[config.mk]
export PLATFORM = sky130hd
export DESIGN_NAME = blmi_lane
export DESIGN_NICKNAME = d
export VERILOG_FILES = /design/src/shared/blmi_pkg.sv /design/src/core/blmi_fifo.sv /design/src/core/blmi_lane.sv
export SDC_FILE = /design/constraint.sdc
export NUM_CORES = 1
export LEC_CHECK = 0
export BUFFER_PORTS_ARGS = -buffer_cell sky130_fd_sc_hd__buf_4
export CORE_UTILIZATION = 59
export DETAILED_ROUTE_END_ITERATION = 10
export PLACE_DENSITY = 0.91
export SETUP_SLACK_MARGIN = 0.1
export SLEW_MARGIN = 20
export SYNTH_ARGS = -nofsm -noshare
export SYNTH_HDL_FRONTEND = slang
export SYNTH_SLANG_ARGS = --single-unit
[constraint.sdc]
create_clock -name sys_clk -period 7.5 [get_ports sys_clk]
set_input_delay 1.5 -clock sys_clk [delete_from_list [all_inputs] [get_ports sys_clk]]
set_output_delay 1.5 -clock sys_clk [all_outputs]
set_load 0.1 [all_outputs]
[src/shared/blmi_pkg.sv]
// shared constants, types and helpers for the byte lane mask/inversion block
package blmi_pkg;

  // lane geometry
  localparam int BLMI_LANES = 2;
  localparam int BLMI_LANE_W = 8;
  localparam int BLMI_DQ_W = BLMI_LANES * BLMI_LANE_W;

  // mode register field positions
  localparam int BLMI_MODE3_WR_INV_BIT = 7;
  localparam int BLMI_MODE3_RD_INV_BIT = 6;
  localparam int BLMI_MODE13_MASK_OFF_BIT = 5;

  // ones-count thresholds
  localparam logic [3:0] BLMI_INV_ONES_ABOVE = 4'h4;
  localparam logic [3:0] BLMI_MASK_ONES_MIN = 4'h5;
  localparam int BLMI_MASK_FIELD_LO = 2;

  // burst and buffering defaults
  localparam int BLMI_BEATS = 16;
  localparam int BLMI_FIFO_DEPTH = 4;

  // link timing: bench link period and system clock period
  localparam int BLMI_SYS_CLK_NS = 100;
  localparam int BLMI_LINK_PERIOD_NS = 800;
  localparam int BLMI_LINK_HALF_CYC = (BLMI_LINK_PERIOD_NS / 2) / BLMI_SYS_CLK_NS;

  // commands as decoded by the device command front end
  typedef enum logic [2:0] {
    BLMI_CMD_WRITE,
    BLMI_CMD_MASKED_WRITE,
    BLMI_CMD_READ,
    BLMI_CMD_MODE_REG_READBACK,
    BLMI_CMD_TRAIN_WR_FIFO,
    BLMI_CMD_TRAIN_RD_FIFO,
    BLMI_CMD_TRAIN_RD_CAL
  } blmi_cmd_t;

  // enables captured at burst start
  typedef struct packed {
    logic wr_inv;
    logic rd_inv;
    logic mask_en;
  } blmi_cfg_t;

  // link-side pin sample
  typedef struct packed {
    logic ck;
    logic [BLMI_LANES-1:0] pin;
    logic [BLMI_DQ_W-1:0] dq;
  } blmi_link_t;

  // one decoded write beat towards the array
  typedef struct packed {
    logic train;
    logic [BLMI_LANES-1:0] keep;
    logic [BLMI_DQ_W-1:0] data;
  } blmi_wr_beat_t;

  localparam int BLMI_WR_BEAT_W = $bits(blmi_wr_beat_t);

  // number of ones in a byte
  function automatic logic [3:0] blmi_ones(input logic [7:0] b);
    logic [3:0] n;
    n = 4'h0;
    for (int i = 0; i < 8; i++) begin
      n = n + {3'h0, b[i]};
    end
    return n;
  endfunction

endpackage

[src/core/blmi_fifo.sv]
// small valid/ready fifo for decoded write beats
`timescale 1ns/100ps
module blmi_fifo
  import blmi_pkg::*;
#(
  parameter int WIDTH = BLMI_WR_BEAT_W,
  parameter int DEPTH = BLMI_FIFO_DEPTH
) (
  input wire logic sys_clk,
  input wire logic rst_n,
  input wire logic in_valid,
  output logic in_ready,
  input wire logic [WIDTH-1:0] in_data,
  output logic out_valid,
  input wire logic out_ready,
  output logic [WIDTH-1:0] out_data
);

  localparam int AW = (DEPTH > 1) ? $clog2(DEPTH) : 1;

  generate
    if (DEPTH < 2 || (DEPTH & (DEPTH - 1)) != 0) begin : g_bad_depth
      $error("blmi_fifo depth must be a power of two of at least 2");
    end
  endgenerate

  typedef struct packed {
    logic [DEPTH-1:0][WIDTH-1:0] mem;
    logic [AW-1:0] wr_ptr;
    logic [AW-1:0] rd_ptr;
    logic [AW:0] count;
  } blmi_fifo_state_t;

  blmi_fifo_state_t st;
  blmi_fifo_state_t next_st;
  logic push;
  logic pop;

  // honest flags straight from the occupancy count
  assign in_ready = (st.count != DEPTH[AW:0]);
  assign out_valid = (st.count != '0);
  assign out_data = st.mem[st.rd_ptr];
  assign push = in_valid && in_ready;
  assign pop = out_valid && out_ready;

  // pointer and count update
  always_comb begin
    next_st = st;
    if (push) begin
      next_st.mem[st.wr_ptr] = in_data;
      next_st.wr_ptr = st.wr_ptr + 1'b1;
    end
    if (pop) begin
      next_st.rd_ptr = st.rd_ptr + 1'b1;
    end
    if (push && !pop) begin
      next_st.count = st.count + 1'b1;
    end else if (pop && !push) begin
      next_st.count = st.count - 1'b1;
    end
  end

  // state register
  always_ff @(posedge sys_clk or negedge rst_n) begin
    if (!rst_n) begin
      st <= '0;
    end else begin
      st <= next_st;
    end
  end

endmodule

[src/core/blmi_lane.sv]
// byte lane write masking and bus inversion datapath of one channel
`timescale 1ns/100ps
module blmi_lane
  import blmi_pkg::*;
#(
  parameter int BEATS = BLMI_BEATS,
  parameter int FIFO_DEPTH = BLMI_FIFO_DEPTH,
  parameter bit READBACK_INV = 1'b1,
  parameter logic [BLMI_BEATS-1:0] RD_CAL_PATTERN = 16'h5a5a
) (
  input wire logic sys_clk,
  input wire logic rstn,
  input wire logic [7:0] mode_reg_three,
  input wire logic [7:0] mode_reg_thirteen,
  input wire logic cmd_valid,
  input wire blmi_cmd_t cmd_kind,
  output logic cmd_ready,
  input wire logic link_ck,
  input wire logic [BLMI_DQ_W-1:0] dq_in,
  output logic [BLMI_DQ_W-1:0] dq_out,
  output logic dq_oe,
  input wire logic [BLMI_LANES-1:0] mask_invert_pin_in,
  output logic [BLMI_LANES-1:0] mask_invert_pin_out,
  output logic [BLMI_LANES-1:0] mask_invert_pin_oe,
  output logic pin_rx_en,
  input wire logic rd_data_valid,
  output logic rd_data_ready,
  input wire logic [BLMI_DQ_W-1:0] rd_data,
  output logic array_wr_valid,
  input wire logic array_wr_ready,
  output blmi_wr_beat_t array_wr_beat,
  output logic burst_busy,
  output logic illegal_cmd,
  output logic write_overrun,
  output logic read_underrun
);

  localparam int BW = $clog2(BEATS + 1);

  generate
    if (BEATS < 2 || BEATS > BLMI_BEATS || (BEATS % 2) != 0) begin : g_bad_beats
      $error("blmi_lane burst length must be even and within the training store");
    end
  endgenerate

  typedef enum logic [1:0] {
    BLMI_IDLE,
    BLMI_WR_BURST,
    BLMI_RD_BURST
  } blmi_state_t;

  typedef struct packed {
    blmi_link_t s1;
    blmi_link_t s2;
    blmi_link_t s3;
    logic ck_level;
    blmi_state_t fsm;
    blmi_cmd_t kind;
    blmi_cfg_t cfg;
    logic [BW-1:0] beat;
    logic [BLMI_BEATS-1:0][BLMI_LANES-1:0] train;
    logic push_valid;
    blmi_wr_beat_t push_beat;
    logic [BLMI_DQ_W-1:0] dq_out;
    logic dq_oe;
    logic [BLMI_LANES-1:0] pin_out;
    logic [BLMI_LANES-1:0] pin_oe;
    logic rx_en;
    logic illegal;
    logic overrun;
    logic underrun;
  } blmi_lane_state_t;

  blmi_lane_state_t st;
  blmi_lane_state_t next_st;
  logic rst_meta;
  logic rst_n;
  logic fill_ready;
  logic beat_edge;
  blmi_cfg_t cmd_cfg;
  blmi_wr_beat_t wr_dec;
  logic [BLMI_DQ_W-1:0] rd_enc;
  logic [BLMI_LANES-1:0] rd_flag;

  // reset release through two flops; assertion stays asynchronous
  always_ff @(posedge sys_clk or negedge rstn) begin
    if (!rstn) begin
      rst_meta <= 1'b0;
      rst_n <= 1'b0;
    end else begin
      rst_meta <= 1'b1;
      rst_n <= rst_meta;
    end
  end

  // enables sampled from the mode bits only when a command is taken
  assign cmd_cfg.wr_inv = mode_reg_three[BLMI_MODE3_WR_INV_BIT];
  assign cmd_cfg.rd_inv = mode_reg_three[BLMI_MODE3_RD_INV_BIT];
  assign cmd_cfg.mask_en = !mode_reg_thirteen[BLMI_MODE13_MASK_OFF_BIT];

  // a link edge counts once stages two and three agree on a new level
  assign beat_edge = (st.s2.ck == st.s3.ck) && (st.s3.ck != st.ck_level);

  // per-lane decode of the incoming beat and encode of the outgoing beat
  generate
    for (genvar l = 0; l < BLMI_LANES; l++) begin : g_lane
      logic [7:0] rx;
      logic rx_pin;
      logic [7:0] tx;
      logic tx_heavy;
      logic upper_heavy;
      logic drop;
      logic flip;
      assign rx = st.s3.dq[l*BLMI_LANE_W +: BLMI_LANE_W];
      assign rx_pin = st.s3.pin[l];
      assign tx = rd_data[l*BLMI_LANE_W +: BLMI_LANE_W];
      assign tx_heavy = (blmi_ones(tx) > BLMI_INV_ONES_ABOVE);
      // only bits 2..7 are counted, so a mask code never looks like inverted data
      assign upper_heavy = (blmi_ones({rx[7:BLMI_MASK_FIELD_LO], 2'b00}) >= BLMI_MASK_ONES_MIN);

      // write-side lane decision by command and captured enables
      always_comb begin
        drop = 1'b0;
        flip = 1'b0;
        case (st.kind)
          BLMI_CMD_WRITE: begin
            flip = st.cfg.wr_inv && rx_pin;
          end
          BLMI_CMD_MASKED_WRITE: begin
            if (st.cfg.wr_inv) begin
              drop = !rx_pin && upper_heavy;
              flip = rx_pin;
            end else begin
              drop = rx_pin;
            end
          end
          default: begin
            drop = 1'b0;
            flip = 1'b0;
          end
        endcase
      end

      assign wr_dec.data[l*BLMI_LANE_W +: BLMI_LANE_W] = flip ? ~rx : rx;
      assign wr_dec.keep[l] = !drop;

      // read-side lane encode: readback may leave the pin low by build choice
      always_comb begin
        rd_flag[l] = 1'b0;
        case (st.kind)
          BLMI_CMD_READ: begin
            rd_flag[l] = st.cfg.rd_inv && tx_heavy;
          end
          BLMI_CMD_MODE_REG_READBACK: begin
            rd_flag[l] = st.cfg.rd_inv && READBACK_INV && tx_heavy;
          end
          default: begin
            rd_flag[l] = 1'b0;
          end
        endcase
      end

      assign rd_enc[l*BLMI_LANE_W +: BLMI_LANE_W] = rd_flag[l] ? ~tx : tx;
    end
  endgenerate

  assign wr_dec.train = (st.kind == BLMI_CMD_TRAIN_WR_FIFO);

  // handshakes towards the command front end and the read data source
  assign cmd_ready = (st.fsm == BLMI_IDLE);
  assign rd_data_ready = (st.fsm == BLMI_RD_BURST) && beat_edge && (st.beat < BEATS[BW-1:0]);

  // whole block state: synchroniser, burst sequencer and pin drivers
  always_comb begin
    next_st = st;
    next_st.s1 = '{ck: link_ck, pin: mask_invert_pin_in, dq: dq_in};
    next_st.s2 = st.s1;
    next_st.s3 = st.s2;
    if (st.s2.ck == st.s3.ck) begin
      next_st.ck_level = st.s3.ck;
    end
    next_st.push_valid = 1'b0;
    next_st.illegal = 1'b0;
    next_st.overrun = 1'b0;
    next_st.underrun = 1'b0;
    case (st.fsm)
      BLMI_IDLE: begin
        if (cmd_valid) begin
          next_st.cfg = cmd_cfg;
          next_st.ck_level = st.s2.ck; // stages refilled after reset fake no beat
          next_st.kind = cmd_kind;
          next_st.beat = '0;
          if (cmd_kind == BLMI_CMD_MASKED_WRITE && !cmd_cfg.mask_en) begin
            next_st.illegal = 1'b1;
          end else if (cmd_kind == BLMI_CMD_WRITE) begin
            next_st.fsm = BLMI_WR_BURST;
            next_st.rx_en = cmd_cfg.wr_inv;
          end else if (cmd_kind == BLMI_CMD_MASKED_WRITE) begin
            next_st.fsm = BLMI_WR_BURST;
            next_st.rx_en = 1'b1;
          end else if (cmd_kind == BLMI_CMD_TRAIN_WR_FIFO) begin
            next_st.fsm = BLMI_WR_BURST;
            next_st.rx_en = cmd_cfg.wr_inv || cmd_cfg.mask_en;
          end else begin
            next_st.fsm = BLMI_RD_BURST;
            next_st.dq_oe = 1'b1;
            if (cmd_kind == BLMI_CMD_READ || cmd_kind == BLMI_CMD_MODE_REG_READBACK) begin
              next_st.pin_oe = {BLMI_LANES{cmd_cfg.rd_inv}};
            end else begin
              next_st.pin_oe = {BLMI_LANES{cmd_cfg.wr_inv || cmd_cfg.mask_en}};
            end
          end
        end
      end
      BLMI_WR_BURST: begin
        if (beat_edge) begin
          if (st.kind == BLMI_CMD_TRAIN_WR_FIFO) begin
            next_st.train[st.beat[BW-2:0]] = st.rx_en ? st.s3.pin : '0;
          end
          // the strobe cannot wait, so a full buffer loses the beat and says so
          if (fill_ready) begin
            next_st.push_valid = 1'b1;
            next_st.push_beat = wr_dec;
          end else begin
            next_st.overrun = 1'b1;
          end
          next_st.beat = st.beat + 1'b1;
          if (st.beat == BW'(BEATS - 1)) begin
            next_st.fsm = BLMI_IDLE;
            next_st.rx_en = 1'b0;
          end
        end
      end
      BLMI_RD_BURST: begin
        if (beat_edge) begin
          if (st.beat == BEATS[BW-1:0]) begin
            // drivers released one half period after the last beat
            next_st.fsm = BLMI_IDLE;
            next_st.dq_oe = 1'b0;
            next_st.pin_oe = '0;
            next_st.pin_out = '0;
            next_st.dq_out = '0;
          end else begin
            next_st.beat = st.beat + 1'b1;
            if (!rd_data_valid) begin
              next_st.underrun = 1'b1;
              next_st.dq_out = '0;
              next_st.pin_out = '0;
            end else begin
              next_st.dq_out = rd_enc;
              case (st.kind)
                BLMI_CMD_TRAIN_RD_FIFO: begin
                  next_st.pin_out = st.train[st.beat[BW-2:0]];
                end
                BLMI_CMD_TRAIN_RD_CAL: begin
                  next_st.pin_out = {BLMI_LANES{RD_CAL_PATTERN[st.beat[BW-2:0]]}};
                end
                default: begin
                  next_st.pin_out = rd_flag;
                end
              endcase
              next_st.pin_out = next_st.pin_out & st.pin_oe;
            end
          end
        end
      end
      default: begin
        next_st.fsm = BLMI_IDLE;
      end
    endcase
  end

  // state register on the released reset
  always_ff @(posedge sys_clk or negedge rst_n) begin
    if (!rst_n) begin
      st <= '0;
    end else begin
      st <= next_st;
    end
  end

  // decoded beats queue up for the array
  blmi_fifo #(
    .WIDTH(BLMI_WR_BEAT_W),
    .DEPTH(FIFO_DEPTH)
  ) u_fifo (
    .sys_clk(sys_clk),
    .rst_n(rst_n),
    .in_valid(st.push_valid),
    .in_ready(fill_ready),
    .in_data(st.push_beat),
    .out_valid(array_wr_valid),
    .out_ready(array_wr_ready),
    .out_data(array_wr_beat)
  );

  // outputs straight from state
  assign dq_out = st.dq_out;
  assign dq_oe = st.dq_oe;
  assign mask_invert_pin_out = st.pin_out;
  assign mask_invert_pin_oe = st.pin_oe;
  assign pin_rx_en = st.rx_en;
  assign burst_busy = (st.fsm != BLMI_IDLE);
  assign illegal_cmd = st.illegal;
  assign write_overrun = st.overrun;
  assign read_underrun = st.underrun;

endmodule

==> impl_metrics.py, run 1 <==
metrics = {
    "critical_path": {
        "critPathKind": "in -> reg",
        "start_kind": "input port",
        "endpoint_kind": "flop",
        "rr_worst_depth": 10,
        "cpMostUsedCell": "fa_1",
        "r2r-start": "g_lane[1].rx[2]",
        "arrival_ns": 4.83,
        "crit_fanout": 9,
        "crit_slowest_cell": "fa_1",
        "rrSetupSlack_ns": 4.49,
        "max_stage_delay_ns": 0.56,
        "crit_chain": "buf_4 > inv_1 > fa_1 > fa_1 > fa_1 > inv_1 > ha_1 > fa_1 > nor2_1 > o22ai_1 > nand2_1 > xor2_1 > o21ai_0",
        "r2r_end": "st[42]",
        "cp.required_ns": 7.91,
    },
    "sta": {
        "holdWs_ns": 0.2152,
        "skew_ns": 0.01778,
        "maxSlewHeadroom": 0.3597,
        "worstMarginPinSlew_ns": 0.9581,
        "rsz0062_at_grt": "false",
        "fin_crit_ns": 4.421,
        "slew_violations": 0,
        "hold_viol": 0,
        "setup_viol": 0,
        "fmax_mhz": 226.2,
        "finalCritPeriodShare": 0.5895,
        "finalSetupTns_ns": 0,
    },
    "clock_tree": {
        "cts_tree": "done",
        "clock-sinks": 231,
        "holdBufCountCts": 0,
        "numCtsBuffers": 24,
        "insertion_delay_ns": 0.51,
        "cts_setup_buffers": 0,
        "htreeDepth": 1,
        "postCtsResizedCells": 0,
        "path_clk_slew_ns": 0.06,
        "root_buffer": "clkbuf_16",
        "clockBufferDepth": 3,
    },
    "global_routing": {
        "grt_first_pass_wirelength_um": 32680,
        "grt_pass1_vias": 6519,
        "grt_antenna_before_repair": 0,
        "grt_usage": 0.2311,
        "grt_max_degree": 90,
        "overflow": 0,
    },
    "cells_and_area": {
        "n_antenna_cell": 0,
        "regArea_sq_um": 5784,
        "fin_nets": 938,
        "layout_commonest_cell": "dfrtp_1",
        "syn_to_final_growth_pct": 15.37,
        "final.fill_count": 1076,
        "multi_input_area_sq_um": 3986,
        "post-route-util": 0.7059,
        "final_cell_mix": "dfrtp_1 (230), mux2_2 (115), buf_4 (95)",
        "drive_above_1_share": 0.3376,
    },
    "synthesis": {
        "synth_area_per_cell_sq_um": 13.37,
        "synth-edff-count": 0,
        "syn-num-nets": 863,
        "synth.distinct_cells": 55,
        "async_flop_share": 1.000,
        "synth_ff_type": "dfrtp_1",
        "syn-cell-area_sq_um": 10250,
        "synthCells": 767,
        "ys_seq_elements": 231,
        "yosysSeqAreaShare": 0.5637,
        "yosys_warnings": 0,
    },
    "route": {
        "viasPerCell": 5.638,
        "wl_met3_um": 866,
        "wl_met1_um": 8031,
        "drtAntennaViolNets": 0,
        "post-route-drc-count": 0,
        "drt-total-wl_um": 19250,
        "highest_layer": "met4",
        "drt-pass1-iter-count": 5,
        "drtIter0Drc": 339,
        "vias": 6083,
        "drt-wirelength-per-cell_um": 17.84,
        "met2WireLength_um": 9750,
    },
    "floorplanning": {
        "num_rows": 47,
        "fp.dieH_um": 133.8,
        "die_w_um": 133.8,
        "ios": 107,
        "die_area_sq_um": 17910,
        "core-area_sq_um": 16760,
        "start_util": 0.6119,
    },
    "status": {
        "outcome": "completed",
    },
    "power": {
        "irDropWorstVdd_v": 0.0002355,
        "leakage_nw": 5.762,
        "totalPowerFinal_mw": 4.600,
        "power.density_nw_per_um2": 388.8,
    },
    "placement": {
        "io_buffer_count": 93,
        "gp_congestion": 0.8221,
        "dp_hpwl_um": 12440,
    },
    "run": {
        "drv_cap": 0,
    },
    "worst_hold_path": {
        "hp-class": "reg -> async",
    },
}
registers in the layout, summed over array words and instances, names as in the netlist:
name,count
rst_n,1
dq_out,16
pin_rx_en,1
mask_invert_pin_oe,1
dq_oe,1
next_st,38
illegal_cmd,1
write_overrun,1
mask_invert_pin_out,2
g_lane.rx,16
u_fifo.st,83
g_lane.rx_pin,2
rst_meta,1
st,66
read_underrun,1
power breakdown:
group / internal (mW) / total [mW] / switching [mW]
clock network: 0.775 / 1.24 / 0.461
logic: 0.503 / 1.60 / 1.10
registers: 1.50 / 1.76 / 0.256
layer usage:
layer  track usage  vias up
met4       0.08649        0
met2        0.3817      167
met1        0.3142     3126
met5             0        -
met3       0.03364       42
li1              -     2748
logic make-up (layout without fill, tap and decap cells):
group / count (synthesis) / count (layout) / share of synthesized area
and+or+nand+nor: 131 / 131 / 0.06040
AOI/OAI and AO/OA: 83 / 83 / 0.05064
DFF: 231 / 231 / 0.5637
adders and majority gates: 37 / 37 / 0.05612
muxes: 142 / 142 / 0.1859
other: 1 / 1 / 0.0003657
xor gates and xnor gates: 41 / 41 / 0.03502
buffers and inverters: 101 / 193 / 0.04783
cell type report:
type                       count  share of cell area
inverter                      53             0.01681
clock buffer                  34             0.05827
multi-input combinational    435              0.3369
timing repair buffer          97             0.06356
sequential                   231              0.4889
clock inverter                 9             0.01227
tap                          220             0.02327
worst max path at each step:
stage          startpoint         to  slack [ns]  cells after the start
2_1_floorplan       rst_n      dq_oe        0.59                      0
3_3_place_gp   rd_data[0]  dq_out[2]        2.67                     13
3_5_place_dp   rd_data[0]  dq_out[2]        2.55                     13
4_1_cts        rd_data[0]  dq_out[2]        3.05                     13
5_1_grt        rd_data[0]  dq_out[1]        2.89                     13
6_report       rd_data[0]  dq_out[2]        3.08                     13
cell usage after synthesis, types with 3 or more instances:
cell,n,share of area
dfrtp_1,231,0.56
mux2_2,115,0.13
nand2_1,69,0.025
inv_1,53,0.019
o21ai_0,45,0.022
xnor2_1,36,0.031
mux4_2,26,0.057
buf_4,25,0.018
nor2_1,24,0.0088
ha_1,22,0.027
fa_1,15,0.029
clkbuf_1,13,0.0048
a21oi_1,8,0.0039
buf_2,8,0.0039
nand3_1,6,0.0029
and3_1,5,0.0031
xor2_1,5,0.0043
nand2b_1,4,0.0024
nor3_2,4,0.0039
a21o_1,3,0.0022
a31oi_1,3,0.0018
nor2b_1,3,0.0018
o2111ai_1,3,0.0026
worst max-delay path: cells and delay by family:
family	cells	cell delay, ns
fa+ha+maj	5	2.20
simple gates	2	0.36
compound gates	2	0.32
xor+xnor	1	0.24
buf+inv	3	0.19
per-stage QoR:
stage	setup slack [ns]	std cells	area (sq um)
3_3_place_gp	2.671	1035	10960
2_1_floorplan	0.5859	767	10250
6_report	3.079	1079	11830
5_1_grt	2.887	1079	11830
3_5_place_dp	2.554	1035	10960
4_1_cts	3.046	1078	11800
Note: power is estimated with default switching activity, not from simulation.
==> run 2, diff against run 1 <==
--- a/config.mk
+++ b/config.mk
@@ -6,9 +6,9 @@
 export NUM_CORES = 1
 export LEC_CHECK = 0
 export BUFFER_PORTS_ARGS = -buffer_cell sky130_fd_sc_hd__buf_4
-export CORE_UTILIZATION = 59
+export CORE_UTILIZATION = 53
 export DETAILED_ROUTE_END_ITERATION = 10
-export PLACE_DENSITY = 0.91
+export PLACE_DENSITY = 0.87
 export SETUP_SLACK_MARGIN = 0.1
 export SLEW_MARGIN = 20
 export SYNTH_ARGS = -nofsm -noshare
==> constraint.sdc (replaced) <==
create_clock -name sys_clk -period 3.93 [get_ports sys_clk]
set_input_delay 0.786 -clock sys_clk [delete_from_list [all_inputs] [get_ports sys_clk]]
set_output_delay 0.786 -clock sys_clk [all_outputs]
set_load 0.1 [all_outputs]
==> run 2 against run 1 <==
Compared with the run above: die area rose by 11%; sequential share of layout area fell by 0.67 points; clock skew fell by 0.0021 ns; highest routed layer unchanged; final cell count rose by 4.8%; clock power rose by 95%; critical endpoint is now dq_out[0]; final area rose by 1.4%; critical path depth rose by 1; first-iteration DRC count fell by 30%.
==> impl_metrics.py, run 2 (synthesized netlist as in run 1, its figures left out) <==
metrics = {
    "global_routing": {
        "grt_pass1_vias": 6543,
        "busiest_layer": "met2",
        "overflow": 0,
        "use_met2": 0.3471,
        "grt_max_degree": 91,
        "grt_usage": 0.2054,
        "grt_first_pass_wirelength_um": 32400,
        "met3_usage": 0.03193,
        "use_met1": 0.2760,
        "grt_antenna_before_repair": 0,
    },
    "clock_tree": {
        "path_clk_slew_ns": 0.06,
        "htreeDepth": 1,
        "postCtsResizedCells": 0,
        "clock-sinks": 231,
        "insertion_delay_ns": 0.53,
        "root_buffer": "clkbuf_16",
        "numCtsBuffers": 25,
        "cts_tree": "done",
        "clockBufferDepth": 3,
    },
    "floorplanning": {
        "die_w_um": 141.1,
        "core-area_sq_um": 18830,
        "ios": 107,
        "fp.dieH_um": 141.1,
        "die_area_sq_um": 19910,
        "start_util": 0.5446,
        "num_rows": 50,
    },
    "sta": {
        "finalSetupTns_ns": 0,
        "hold_viol": 0,
        "finalCritPeriodShare": 0.8880,
        "skew_ns": 0.01572,
        "rsz0062_at_grt": "false",
        "fin_crit_ns": 3.490,
        "maxSlewHeadroom": 0.3457,
        "setup_viol": 0,
        "fmax_mhz": 286.5,
        "worstMarginPinSlew_ns": 0.9791,
        "slew_violations": 0,
    },
    "placement": {
        "io_buffer_count": 93,
        "dp_hpwl_um": 13090,
        "gp_congestion": 0.8297,
        "placed_area_sq_um": 11110,
        "place_inst": 1084,
    },
    "power": {
        "leakage_nw": 5.824,
        "irDropWorstVdd_v": 0.0004933,
        "power.density_nw_per_um2": 738.7,
    },
    "critical_path": {
        "cp.required_ns": 4.30,
        "r2r-start": "g_lane[0].rx[2]",
        "endpoint": "dq_out[0]",
        "arrival_ns": 3.86,
        "critPathKind": "in -> reg",
        "startpoint": "rd_data[0]",
        "crit_fanout": 5,
        "endpoint_kind": "flop",
        "rrSetupSlack_ns": 0.98,
        "rr_worst_depth": 10,
        "r2r_end": "st[41]",
        "start_kind": "input port",
    },
    "cells_and_area": {
        "fin_cells": 1131,
        "post-route-util": 0.6371,
        "regArea_sq_um": 5784,
        "layout_commonest_cell": "dfrtp_1",
        "final_cell_mix": "dfrtp_1 (230), mux2_2 (115), buf_4 (103)",
        "final.fill_count": 1359,
        "fin_nets": 948,
        "multi_input_area_sq_um": 3984,
        "regMostFlops": "u_fifo.st",
        "largest_reg_flops": 83,
        "n_antenna_cell": 0,
        "drive_above_1_share": 0.3456,
        "fin_area_sq_um": 12000,
        "syn_to_final_growth_pct": 16.98,
    },
    "route": {
        "drtIter0Drc": 238,
        "drt-pass1-iter-count": 4,
        "drtAntennaViolNets": 0,
        "vias": 5944,
        "post-route-drc-count": 0,
        "viasPerCell": 5.256,
        "drt-wirelength-per-cell_um": 16.92,
        "drt-total-wl_um": 19140,
    },
    "run": {
        "drv_cap": 0,
    },
    "status": {
        "outcome": "completed",
    },
    "worst_hold_path": {
        "holdCritStartpoint": "next_st[128]",
        "hp-class": "reg -> reg",
    },
}
-- run 2: changes by cell type in the layout (fill, tap and decap cells not counted), sizes merged --
| cell | change |
|---|---|
| clkbuf | +6 |
| clkinv | -3 |
| dlygate4sd3 | +1 |
| bufinv | -2 |
| buf | +8 |
| inv | +2 |
-- run 2: final cells by class --
type                       count  area share
multi-input combinational    435      0.3321
clock inverter                 6    0.008239
inverter                      53     0.01658
sequential                   231      0.4822
clock buffer                  40     0.06519
tap                          260     0.02712
timing repair buffer         106     0.06863
-- run 2: worst min path at each step --
| stage | to | slack, ns | cells after the start |
|---|---|---|---|
| floorplan | rst_n | 0.33 | 0 |
| global placement | g_lane[0].rx[6] | 0.33 | 0 |
| detailed placement | g_lane[0].rx[0] | 0.33 | 0 |
| CTS | rst_n | 0.007 | 1 |
| global route | next_st[123] | 0.34 | 1 |
| finish | next_st[109] | 0.34 | 0 |
-- run 2: report_power, final --
group	switching, mW	leakage (nW)	internal, mW	total [mW]
registers	0.496	3.00	2.87	3.37
clock network	0.923	0.436	1.50	2.42
logic	2.10	2.39	0.974	3.07
total	3.52	5.82	5.34	8.86
-- run 2: metrics by stage --
step | worst slack (ns) | power (mW) | hold slack, ns
final | 0.4400 | 8.862 | 0.3389
after global routing | 0.2767 | 9.296 | 0.3355
after CTS | 0.4271 | 8.944 | 0.006779
after detailed placement | -0.09848 | 6.484 | 0.3347
after global placement | -0.02797 | 6.359 | 0.3334
after floorplan | 0.1285 | 5.874 | 0.3311
-- run 2: worst max-delay path, stage by stage --
cell     delay, ns
buf_4         0.08
inv_1         0.06
fa_1          0.55
fa_1          0.44
fa_1          0.49
inv_1         0.05
ha_1          0.21
fa_1          0.49
nor2_1        0.04
o22ai_1       0.13
nand2_1       0.12
buf_4         0.19
xnor2_1       0.14
o21ai_0       0.09
-- run 2: what timing repair did --
| action | CTS | global route |
|---|---|---|
| endpoints found under the setup margin | 0 | 0 |
| hold buffers | 0 | 1 |
| setup buffers | 0 | 0 |
| endpoints found under the hold margin | 0 | 1 |
-- run 2: routing by layer --
layer / routed length (um) / part of all wire / up-vias
li1: - / - / 2774
met3: 784 / 0.041 / 25
met4: 349 / 0.018 / 0
met1: 8362 / 0.44 / 3027
met5: 0 / 0 / -
met2: 9639 / 0.50 / 118
==> run 3, diff against run 2 <==
--- a/config.mk
+++ b/config.mk
@@ -6,9 +6,9 @@
 export NUM_CORES = 1
 export LEC_CHECK = 0
 export BUFFER_PORTS_ARGS = -buffer_cell sky130_fd_sc_hd__buf_4
-export CORE_UTILIZATION = 53
+export CORE_UTILIZATION = 35
 export DETAILED_ROUTE_END_ITERATION = 10
-export PLACE_DENSITY = 0.87
+export PLACE_DENSITY = 0.65
 export SETUP_SLACK_MARGIN = 0.1
 export SLEW_MARGIN = 20
 export SYNTH_ARGS = -nofsm -noshare
==> run 3 against run 2 <==
Compared with the run above: combinational power is 1% higher; highest routed layer unchanged; fmax is 1.7% higher; clock power shrank 4%; core utilization is 22 points lower; sequential share of layout area shrank 0.46 points; critical endpoint is now dq_out[2]; wire length grew 4.7%; register-to-register slack gained 0.13 ns; non-clock buffer count grew 4; power decreased by 1.4%; final area grew 0.97%.
==> impl_metrics.py, run 3 (synthesized netlist as in run 1, its figures left out) <==
metrics = {
    "route": {
        "drt-total-wl_um": 20030,
        "viasPerCell": 4.686,
        "vias": 5890,
        "drt-pass1-iter-count": 4,
        "drtIter0Drc": 281,
        "drt-wirelength-per-cell_um": 15.93,
        "drtAntennaViolNets": 0,
        "post-route-drc-count": 0,
    },
    "cells_and_area": {
        "syn_to_final_growth_pct": 18.12,
        "regMostFlops": "u_fifo.st",
        "layout_commonest_cell": "dfrtp_1",
        "post-route-util": 0.4209,
        "final.fill_count": 2649,
        "drive_above_1_share": 0.3505,
        "largest_reg_flops": 83,
        "multi_input_area_sq_um": 3984,
        "fin_nets": 951,
        "regArea_sq_um": 5784,
        "final_cell_mix": "dfrtp_1 (230), mux2_2 (115), buf_4 (108)",
        "fin_area_sq_um": 12110,
        "n_antenna_cell": 0,
    },
    "sta": {
        "fin_crit_ns": 3.431,
        "hold_viol": 0,
        "holdWs_ns": 0.03629,
        "setup_viol": 0,
        "worstMarginPinSlew_ns": 1.064,
        "finalCritPeriodShare": 0.8729,
        "maxSlewHeadroom": 0.2889,
        "fmax_mhz": 291.5,
        "finalSetupTns_ns": 0,
        "rsz0062_at_grt": "false",
        "slew_violations": 0,
        "skew_ns": 0.01629,
    },
    "clock_tree": {
        "path_clk_slew_ns": 0.06,
        "cts_tree": "done",
        "htreeDepth": 1,
        "root_buffer": "clkbuf_16",
        "holdBufCountCts": 0,
        "clock-sinks": 231,
        "postCtsResizedCells": 0,
        "cts_setup_buffers": 0,
        "insertion_delay_ns": 0.53,
        "clockBufferDepth": 3,
        "numCtsBuffers": 24,
    },
    "run": {
        "drv_cap": 0,
    },
    "critical_path": {
        "path_buf_inv": 4,
        "start_kind": "input port",
        "cpMostUsedCell": "fa_1",
        "critical-path-top-delay-family": "adder cells",
        "crit_fanout": 4,
        "arrival_ns": 3.87,
        "critPathKind": "in -> reg",
        "cp.required_ns": 4.37,
        "max_stage_delay_ns": 0.57,
        "crit_slowest_cell": "fa_1",
        "crit_chain": "buf_4 > inv_1 > fa_1 > fa_1 > fa_1 > inv_1 > ha_1 > fa_1 > nor2_1 > o22ai_1 > nand2_1 > buf_4 > xor2_1 > o21ai_0",
        "endpoint_kind": "flop",
    },
    "global_routing": {
        "overflow": 0,
        "grt_max_degree": 172,
        "grt_antenna_before_repair": 0,
        "grt_first_pass_wirelength_um": 33630,
        "grt_usage": 0.1390,
        "grt_pass1_vias": 6252,
    },
    "power": {
        "irDropWorstVdd_v": 0.0008241,
        "leakage_nw": 5.801,
        "power.density_nw_per_um2": 721.4,
        "totalPowerFinal_mw": 8.738,
    },
    "placement": {
        "gp_congestion": 0.7548,
        "io_buffer_count": 93,
        "placed_area_sq_um": 11300,
        "dp_hpwl_um": 13390,
    },
    "floorplanning": {
        "start_util": 0.3563,
        "die_w_um": 173.2,
        "num_rows": 62,
        "ios": 107,
        "die_area_sq_um": 29990,
        "fp.dieH_um": 173.2,
        "core-area_sq_um": 28780,
    },
    "worst_hold_path": {
        "hp-class": "in -> async",
    },
    "status": {
        "outcome": "completed",
    },
}
[run 3: cell type report]
class,count,area share
clock inverter,15,0.01446
multi-input combinational,435,0.3289
inverter,53,0.01642
tap,384,0.03967
timing repair buffer,110,0.07024
clock buffer,29,0.05278
sequential,231,0.4775
[run 3: through the flow]
step           worst slack, ns  cells
2_1_floorplan           0.1285    767
5_1_grt                 0.3005   1257
3_3_place_gp           0.03588   1213
3_5_place_dp          -0.07618   1213
6_report                0.4995   1257
4_1_cts                 0.4988   1257
[run 3: final timing paths]
check / from / endpoint / slack [ns] / cells past startpoint
max: rd_data[0] / dq_out[2] / 0.50 / 14
min: rstn / rst_n / 0.04 / 1
max reg2reg: g_lane[0].rx[2] / st[41] / 1.11 / 10
min reg2reg: rst_n / st[52] / 0.28 / 0
max in group asynchronous: rst_n / next_st[117] / 2.42 / 1
min in group sys_clk: next_st[114] / next_st[95] / 0.33 / 0
[run 3: power breakdown]
part / internal, mW / total (mW) / leakage, nW / switching [mW]
clock: 1.37 / 2.32 / 0.391 / 0.952
combinational: 0.983 / 3.11 / 2.41 / 2.13
sequential: 2.87 / 3.31 / 3.00 / 0.441
total: 5.22 / 8.74 / 5.80 / 3.52
[run 3: layer usage]
| metal | up-vias | part of all wire | track usage |
|---|---|---|---|
| met5 | - | 0 | 0 |
| met3 | 31 | 0.050 | 0.03056 |
| met2 | 124 | 0.48 | 0.2300 |
| met1 | 2951 | 0.45 | 0.1859 |
| met4 | 0 | 0.022 | 0.03319 |
| li1 | 2784 | - | - |
